File: config.mk
export PLATFORM = sky130hd
export DESIGN_NAME = msp_mode_strap_pin_control
export DESIGN_NICKNAME = d
export VERILOG_FILES = /design/src/msp_pkg.sv /design/src/msp_gpio_cell.sv /design/src/msp_mode_strap_pin_control.sv
export SDC_FILE = /design/constraint.sdc
export NUM_CORES = 1
export LEC_CHECK = 0
export BUFFER_PORTS_ARGS = -buffer_cell sky130_fd_sc_hd__buf_4
export CORE_MARGIN = 5
export CORE_UTILIZATION = 30
export DETAILED_ROUTE_END_ITERATION = 10
export SYNTH_ARGS = -nofsm -noshare
export SYNTH_HDL_FRONTEND = slang
export SYNTH_HIERARCHICAL = 1
export SYNTH_SLANG_ARGS = --single-unit
File: constraint.sdc
create_clock -name clk_sys -period 0.9 [get_ports clk_sys]
set_input_delay 0.225 -clock clk_sys [delete_from_list [all_inputs] [get_ports clk_sys]]
set_output_delay 0.225 -clock clk_sys [all_outputs]
set_load 0.02 [all_outputs]
File: src/msp_pkg.sv
// Package: constants and carrier types for the mode strap and pin control
package msp_pkg;

    localparam int GPIO_COUNT       = 4;
    localparam int PCI_CLOCK_OUT_COUNT     = 4;
    localparam int REQ_STRAP_LO     = 2;
    localparam int REQ_STRAP_HI     = 3;
    localparam int CLK_REQ_IDX      = 2;
    localparam int CLK_RUN_IDX      = 3;
    localparam int STRAP_PIPE_WIDTH = 2;

    localparam logic [1:0] CPM_STRAP_MATCH = 2'h0;
    localparam logic [3:0] GPIO_OE_RESET   = 4'h0;
    localparam logic [1:0] SYNC_RESET      = 2'h0;

    typedef enum logic [1:0] {
        MSP_MODE_EEPROM   = 2'h0,
        MSP_MODE_SMBUS    = 2'h1,
        MSP_MODE_RESERVED = 2'h3
    } msp_mode_type;

    // Strap values held from the end of fundamental reset
    typedef struct packed {
        logic         valid;
        logic         cpm_enable;
        logic         bus_select;
        logic         normal_mode;
    } msp_strap_type;

    // Serial bus pin drive: output, output enable
    typedef struct packed {
        logic         scl_out;
        logic         scl_oe;
        logic         sda_out;
        logic         sda_oe;
    } msp_serial_pins_type;

endpackage

File: src/msp_gpio_cell.sv
// One general-purpose pin: registered output and output enable
module msp_gpio_cell (
    input  wire logic clk_sys,    // System clock
    input  wire logic rst_n,      // Synchronised reset, active low
    input  wire logic oe_cfg,     // Output enable from configuration
    input  wire logic out_cfg,    // Output value from configuration
    input  wire logic pin_in,     // Pin level
    output logic      pin_out,    // Pin drive value
    output logic      pin_oe,     // Pin drive enable
    output logic      in_value    // Registered pin level
);

    logic out_d;
    logic oe_d;
    logic in_d;
    logic out_q;
    logic oe_q;
    logic in_q;

    always_comb begin
        out_d = out_cfg;
        oe_d  = oe_cfg;
        in_d  = pin_in;
    end

    always_ff @(posedge clk_sys or negedge rst_n) begin
        if (!rst_n) begin
            out_q <= 1'h0;
            oe_q  <= 1'h0;
            in_q  <= 1'h0;
        end else begin
            out_q <= out_d;
            oe_q  <= oe_d;
            in_q  <= in_d;
        end
    end

    assign pin_out  = out_q;
    assign pin_oe   = oe_q;
    assign in_value = in_q;

endmodule

File: src/msp_mode_strap_pin_control.sv
// Top: mode straps, strap sampling, serial pins, GPIO and wake control
//
// Contract
// Four GPIO pins, each input-only or bidirectional via a configured enable.
// Bus select low drives serial clock out; high makes it an input.
// Serial data is push-pull bidirectional when low, open drain when high.
// Outside agent asserts power event low to request a power change.
// Wake output asserted while power event asserted and link in L2.
// Board holds both mode straps constant during operation.
// Both straps low: EEPROM mode, internal arbiter; select high: SMBus.
// Board ties normal-mode strap low; high is reserved.
// Normal-mode low: sample request pins 3 and 2 at reset release.
// Both sampled requests low: clock power management, two devices only.
// With it enabled, clock out 2 is clock request, 3 is clock run.
// Board keeps request pins 2 and 3 low for clock power management.
// Sampled straps held unchanged until the next reset assertion.
module msp_mode_strap_pin_control (
    input  wire logic        clk_sys,           // 40 MHz system clock
    input  wire logic        resetn,            // Async reset, active low
    input  wire logic        perst_n,           // Fundamental reset, active low
    input  wire logic        bus_select_strap,  // Strap: 0 EEPROM, 1 SMBus
    input  wire logic        normal_mode_strap, // Strap: 0 normal
    input  wire logic [3:0]  pci_req_n,         // PCI request pins
    input  wire logic        power_event_in_n,  // Power event, active low
    input  wire logic        link_in_l2,        // Link is in L2
    input  wire logic [3:0]  pci_clock_in,      // Internal PCI clocks
    input  wire logic        clock_request_n,   // Clock request from core
    input  wire logic        clock_run_n,       // Clock run from core
    input  wire logic        scl_drive,         // Master clock drive value
    input  wire logic        sda_drive,         // Data drive value
    input  wire logic        sda_drive_en,      // Data drive request
    input  wire logic        scl_in,            // Serial clock pin level
    input  wire logic        sda_in,            // Serial data pin level
    input  wire logic [3:0]  gpio_oe_cfg,       // GPIO output enables
    input  wire logic [3:0]  gpio_out_cfg,      // GPIO output values
    input  wire logic [3:0]  gpio_in,           // GPIO pin levels
    output logic [3:0]       gpio_out,          // GPIO drive values
    output logic [3:0]       gpio_oe,           // GPIO drive enables
    output logic [3:0]       gpio_value,        // GPIO sampled levels
    output logic             scl_out,           // Serial clock drive value
    output logic             scl_oe,            // Serial clock drive enable
    output logic             sda_out,           // Serial data drive value
    output logic             sda_oe,            // Serial data drive enable
    output logic             scl_value,         // Registered clock level
    output logic             sda_value,         // Registered data level
    output logic [3:0]       pci_clock_out,     // PCI clock pins
    output logic             wake_n,            // Wake, active low
    output logic [1:0]       mode,              // Decoded mode
    output logic             cpm_enable,        // Clock power management on
    output logic             two_device_limit,  // Only two secondary devices
    output logic             strap_valid        // Straps captured
);

    logic [1:0] rst_sync_q;
    logic       rst_n;

    always_ff @(posedge clk_sys or negedge resetn) begin
        if (!resetn) begin
            rst_sync_q <= msp_pkg::SYNC_RESET;
        end else begin
            rst_sync_q <= {rst_sync_q[0], 1'h1};
        end
    end

    assign rst_n = rst_sync_q[1];

    // Strap capture on fundamental reset release
    logic                  perst_q;
    logic                  perst_d;
    msp_pkg::msp_strap_type strap_q;
    msp_pkg::msp_strap_type strap_d;
    logic                  release_evt;
    logic [1:0]            req_strap;

    always_comb begin
        req_strap   = pci_req_n[msp_pkg::REQ_STRAP_HI:msp_pkg::REQ_STRAP_LO];
        release_evt = perst_n && !perst_q;
        perst_d     = perst_n;
        strap_d     = strap_q;
        if (!perst_n) begin
            strap_d = '0;
        end else if (release_evt && !strap_q.valid) begin
            strap_d.valid       = 1'h1;
            strap_d.bus_select  = bus_select_strap;
            strap_d.normal_mode = normal_mode_strap;
            // Reserved mode skips request strap sampling
            strap_d.cpm_enable  = !normal_mode_strap
                && (req_strap == msp_pkg::CPM_STRAP_MATCH);
        end
    end

    always_ff @(posedge clk_sys or negedge rst_n) begin
        if (!rst_n) begin
            perst_q <= 1'h0;
            strap_q <= '0;
        end else begin
            perst_q <= perst_d;
            strap_q <= strap_d;
        end
    end

    // Live straps until capture; board keeps them steady anyway
    logic                        sel_eff;
    logic                        nrm_eff;
    msp_pkg::msp_serial_pins_type ser_d;
    msp_pkg::msp_serial_pins_type ser_q;
    logic [1:0]                  mode_d;
    logic [1:0]                  mode_q;

    always_comb begin
        sel_eff = strap_q.valid ? strap_q.bus_select : bus_select_strap;
        nrm_eff = strap_q.valid ? strap_q.normal_mode : normal_mode_strap;
        if (nrm_eff) begin
            mode_d = msp_pkg::MSP_MODE_RESERVED;
        end else if (sel_eff) begin
            mode_d = msp_pkg::MSP_MODE_SMBUS;
        end else begin
            mode_d = msp_pkg::MSP_MODE_EEPROM;
        end
        if (!sel_eff) begin
            ser_d.scl_out = scl_drive;
            ser_d.scl_oe  = 1'h1;
            ser_d.sda_out = sda_drive;
            ser_d.sda_oe  = sda_drive_en;
        end else begin
            ser_d.scl_out = 1'h0;
            ser_d.scl_oe  = 1'h0;
            // Open drain: only ever pull low
            ser_d.sda_out = 1'h0;
            ser_d.sda_oe  = sda_drive_en && !sda_drive;
        end
    end

    // Clock pin repurposing and wake
    logic [3:0] clk_d;
    logic [3:0] clk_q;
    logic       wake_d;
    logic       wake_q;
    logic       scl_v_q;
    logic       sda_v_q;

    always_comb begin
        clk_d = pci_clock_in;
        if (strap_q.cpm_enable) begin
            clk_d[msp_pkg::CLK_REQ_IDX] = clock_request_n;
            clk_d[msp_pkg::CLK_RUN_IDX] = clock_run_n;
        end
        wake_d = !(!power_event_in_n && link_in_l2);
    end

    always_ff @(posedge clk_sys or negedge rst_n) begin
        if (!rst_n) begin
            ser_q   <= '0;
            mode_q  <= msp_pkg::MSP_MODE_EEPROM;
            clk_q   <= 4'h0;
            wake_q  <= 1'h1;
            scl_v_q <= 1'h1;
            sda_v_q <= 1'h1;
        end else begin
            ser_q   <= ser_d;
            mode_q  <= mode_d;
            clk_q   <= clk_d;
            wake_q  <= wake_d;
            scl_v_q <= scl_in;
            sda_v_q <= sda_in;
        end
    end

    genvar gi;
    generate
        for (gi = 0; gi < msp_pkg::GPIO_COUNT; gi++) begin : g_gpio
            msp_gpio_cell u_cell (
                .clk_sys  (clk_sys),
                .rst_n    (rst_n),
                .oe_cfg   (gpio_oe_cfg[gi]),
                .out_cfg  (gpio_out_cfg[gi]),
                .pin_in   (gpio_in[gi]),
                .pin_out  (gpio_out[gi]),
                .pin_oe   (gpio_oe[gi]),
                .in_value (gpio_value[gi])
            );
        end
    endgenerate

    assign scl_out          = ser_q.scl_out;
    assign scl_oe           = ser_q.scl_oe;
    assign sda_out          = ser_q.sda_out;
    assign sda_oe           = ser_q.sda_oe;
    assign scl_value        = scl_v_q;
    assign sda_value        = sda_v_q;
    assign pci_clock_out    = clk_q;
    assign wake_n           = wake_q;
    assign mode             = mode_q;
    assign cpm_enable       = strap_q.cpm_enable;
    assign two_device_limit = strap_q.cpm_enable;
    assign strap_valid      = strap_q.valid;

endmodule

== Word level (Yosys, flattened, before mapping) ==
Cells that the tools add are included.
Word-level totals
  logic and storage cells: 48
  bits in writable memories: 0
  ROM bits: 0
  bits in registers: 32
  input bits: 34
  memories kept: 0
  bits in latches: 0
Cells by class
  bitwise gates (word level): 0
  $add $sub $neg: 0
  multiply operators: 0
  div/mod/pow operators: 0
  shifts and indexed selects: 0
  reductions and logical operators: 12
  mux-type cells: 8
  $lt $le $gt $ge: 0
  eq/ne operators: 1
Operators by type and width (number)
  $mux W4: 3
  $logic_not A1 Y1: 6
  $logic_and A1 B1 Y1: 5
  $mux W2: 2
  $mux W1: 3
  $logic_not A2 Y1: 1
  $ne A2 B1 Y1 const B: 1

== Logic depth before layout (Yosys ltp) ==
  depth after elaboration: 5
  mapped depth: 3
  gate-level depth less buffers: 2

== Cells and area by module ==
Netlist, hierarchy kept.
By module, submodules not included
  msp_mode_strap_pin_control: seq. area each 504.2 um^2, instances 1, cells each 44, area each 679.4 um^2
  msp_gpio_cell: seq. area each 75.1 um^2, instances 4, cells each 3, area each 75.1 um^2

== Worst setup path before layout ==
OpenSTA, ideal clock, no wires.
  kind: register to register
  from: register strap_q (netlist bit strap_valid)
  to: register mode_q[0] (netlist: mode[0])
  required time: 0.771 ns
  path slack: -0.332 ns
  library setup time: 0.129 ns
  stages on the path, launching flop included: 4
  buffers on the path: 1
  arrival time: 1.103 ns
  clock period less this slack: 1.232 ns
  path through: dfrtp_1 buf_2 mux2_2 nand2b_1
On the way
  word-level cells in the longest chain between the ends: 3
Ends and longest elaborated chain
  from (decl): line msp_mode_strap_pin_control.sv:70  | msp_pkg::msp_strap_type strap_q;
  from (signal assigned): line msp_mode_strap_pin_control.sv:98  | strap_q <= strap_d;
  $mux W1: line msp_mode_strap_pin_control.sv:111  | sel_eff = strap_q.valid ? strap_q.bus_select : bus_select_strap;
  $mux W1: line msp_mode_strap_pin_control.sv:115  | end else if (sel_eff) begin
  $mux W2 (*): line msp_mode_strap_pin_control.sv:113  | if (nrm_eff) begin
  via mode_d[0]: line msp_mode_strap_pin_control.sv:107  | logic [1:0] mode_d;
  to (signal assigned): line msp_mode_strap_pin_control.sv:154  | mode_q <= msp_pkg::MSP_MODE_EEPROM;
  to (signal assigned): line msp_mode_strap_pin_control.sv:161  | mode_q <= mode_d;
  to (decl): line msp_mode_strap_pin_control.sv:108  | logic [1:0] mode_q;
The timed path passes the listed nets; every way through them passes the cells marked *.
A chain may end at the register's enable or synchronous reset.

== Worst setup path after layout ==
  from: register scl_v_q (netlist: scl_value)
  to: output scl_value
RTL lines
  from (decl): line msp_mode_strap_pin_control.sv:139  | logic scl_v_q;
  from (signal assigned): line msp_mode_strap_pin_control.sv:164  | scl_v_q <= scl_in;
  to (decl): line msp_mode_strap_pin_control.sv:44  | output logic scl_value,
No word-level cell between the ends.

==> qor.csv <==
stage,metric,value,unit
run_status,run_status,finished with violations,
run_status,failing_checks,setup timing,
pwr,leakagePower,0.928,nW
sta,timing.final.max_slew_violations,0,
routing,detail_route.iter0.violations,9,
sta,finalCriticalPeriod,1.20,ns
clock_network,tritoncts,done,
critical_path,slowest_cell_on_the_critical_path,dfstp_2,
floorplanning,die-width,67.1,um
final_layout,fillerInstances,256,
critical_path,worstSetupPathDepth,1,
grt,grt.total_usage,13.4,%
hold_path,min_delay_path_depth,2,
clock_network,cts-root-buf,clkbuf_4,
critical_path,critical_path_class,reg -> out,
synth,post_synth_instance_area,980,um2
critical_path,worst_path_largest_cell_delay,0.54,ns
clock_network,cts_htree_levels,2,
synth,post-synth-top-area-fraction,74.1,%
critical_path,start_kind,flip-flop,
place,numPlacedInstances,166,
synth,synth.yosys.seq_area_share,82.1,%
synth,post_synth_num_cell_types,17,
floorplanning,dieArea,4510,um2
routing,route.antenna.remaining_nets,0,
floorplanning,core-area,3100,um2
sta,final_setup_margin,-0.299,ns
grt,grt_antenna_before_repair,0,
sta,final.period_utilization,133,%
final_layout,final_nets,183,
place,place_congestion,0.658,
final_layout,number_of_standard_cells_in_the_layout_taps_in_and_fillers_out,194,
critical_path,critPathRequiredTime,0.67,ns
synth,synth.net_count,90,
grt,number_of_global_route_vias_before_repair,812,
pwr,powerDensity,1510,nW/um2
routing,route.detailed.vias_per_inst,3.99,
grt,grt_first_pass_wirelength,4200,um
place,place_hpwl,1840,um
hold_path,classification_of_the_worst_slack_hold_path,in -> reg,
sta,setup_viol_count_final,39,
pwr,ir_drop,0.915,mV
synth,count_of_yosys_warnings_during_synthesis,6,
critical_path,cp_cell_sequence,buf_6,
sta,rsz_0062_raised_after_global_routing,yes,
sta,report.final.hold_viol_count,0,
grt,grt_start_max_net_pins,13,
routing,finalWirelength,2760,um
sta,final.hold.worst_slack,0.0995,ns
final_layout,area_growth,97.3,%
synth,syn_inst,56,
floorplanning,fp-row-count,20,
final_layout,antennaDiodeCount,0,
floorplanning,floorplan.die.height,67.1,um
clock_network,numClockSinks,32,
grt,grt_remaining_overflow,0,
place,port_buffers,59,
critical_path,critical-path-top-delay-family,flip-flops,
critical_path,crit_path_end_kind,output pin,
critical_path,critical_path_buf_inv_count,1,
critical_path,arrival,0.97,ns
sta,clock_skews,0.00507,ns
critical_path,critPathMaxFanout,1,
clock_network,insertion_delay,0.32,ns
floorplanning,io_pins,62,
routing,drt_first_pass_iters,4,
synth,synth_top_cell_by_area,dfrtp_1,
routing,wire_per_inst,14.2,um
sta,fmax,834,MHz
clock_network,clk_pin_slew,0.09,ns
final_layout,post_route_cells_drive_above_1_share,58.7,%
synth,netlist_top_cells_area,"dfrtp_1 (74%), dfstp_2 (8.0%), mux2_2 (3.4%)",
clock_network,cts_made_buffers,5,
routing,routed-via-count,775,
synth,synth_seq_cells,32,
critical_path,r2r_cells,3,
floorplanning,start_util,31.6,%
clock_network,clock_tree.buffer_depth,2,
routing,remaining_drc_errors,0,
synth,postSynthAreaPerCell,17.5,um2
sta,tns,-6.55,ns
run,cap_viol_max_count,0,
## final timing paths
path                                  startpoint                       end  slack, ns
worst max-delay path                   scl_value                 scl_value      -0.30
worst min-delay path            power_event_in_n                    wake_n        0.1
worst max register to register       strap_valid                strap_q[1]      -0.21
worst min register to register     rst_sync_q[1]  g_gpio[3].u_cell/pin_out       0.14
max in group asynchronous          rst_sync_q[1]                    scl_oe       0.36
min in group asynchronous          rst_sync_q[1]  g_gpio[3].u_cell/pin_out       0.14
## flip-flops by register name (all words and copies together), names as in the netlist
signal / flops
g_gpio.u_cell/in_value: 4
g_gpio.u_cell/pin_oe: 4
g_gpio.u_cell/pin_out: 4
pci_clock_out: 4
mode: 2
rst_sync_q: 2
strap_q: 2
cpm_enable: 1
perst_q: 1
scl_oe: 1
scl_out: 1
scl_value: 1
sda_oe: 1
sda_out: 1
sda_value: 1
strap_valid: 1
wake_n: 1
## cells by family after synthesis
family / after synthesis / share of synthesized area, %
AO/OA/AOI/OAI: 8 / 5.62
buffers and inverters: 4 / 2.04
flip-flops: 32 / 82.1
multiplexers: 4 / 4.47
other: 1 / 0.383
AND/OR/NAND/NOR: 7 / 5.36
## power by group
part / internal (W) / total, W / leakage, nW / switching (W)
Combinational: 0.000355 / 0.000578 / 0.525 / 0.000223
Clock: 0.000304 / 0.000760 / 0.0293 / 0.000456
Sequential: 0.00153 / 0.00158 / 0.374 / 0.0000529
## through the flow
step | util [%] | power [W] | instance area [um2] | setup slack, ns
global placement | 50.0 | 0.00203 | 1550 | -0.221
floorplan | - | 0.00176 | 1000 | -0.224
detailed placement | 50.0 | 0.00204 | 1550 | -0.253
global route | 62.3 | 0.00306 | 1930 | -0.350
CTS | 61.5 | 0.00294 | 1910 | -0.318
finish | 62.3 | 0.00292 | 1930 | -0.299
## cells in the mapped netlist (all sizes together)
library cell,number
or3b,2
nand2b,2
o21ai,2
dfstp,3
dfrtp,29
mux2,3
or4b,1
inv,2
o31ai,1
mux2i,1
buf,2
and2,2
o211ai,1
conb,1
a21boi,3
o21a,1
## metal layers
layer	routed length, um	share of wire [%]	GRT usage, %
met1	1030	37	13.6
met2	1490	54	24.3
met3	212	7.7	4.33
met4	32	1.2	6.84
met5	0	0	0
## final cells by class
cell class / count / area [um2] / share of cell area (%)
Inverter: 2 / 7.51 / 0.388
Clock buffer: 7 / 45.0 / 2.33
Sequential cell: 32 / 808 / 41.8
Multi-Input combinational cell: 20 / 183 / 9.45
Timing Repair Buffer: 88 / 830 / 42.9
Clock inverter: 1 / 5.00 / 0.259
Tap cell: 44 / 55.1 / 2.85
## layout by cell type (no fill, tap or decap), types with 2 or more instances in the layout
cell type | netlist | layout
dfrtp_1 | 29 | 26
buf_4 | 1 | 37
clkbuf_1 | 0 | 2
o21ai_0 | 2 | 2
clkbuf_4 | 0 | 5
dlygate4sd3_1 | 0 | 18
mux2_4 | 0 | 2
and2_1 | 2 | 2
dfstp_2 | 3 | 3
buf_6 | 0 | 33
a21boi_1 | 0 | 3
dfrtp_2 | 0 | 3
or3b_1 | 2 | 2
## what timing repair did
item | CTS | global route
resized for setup | 31 | 7
gates cloned | 0 | 0
hold endpoints to repair | 18 | 1
pin swaps | 1 | 3
hold buffers | 17 | 1
endpoints found under the setup margin | 35 | 40
setup buffers | 2 | 1
(Power assumes the default switching activity.)
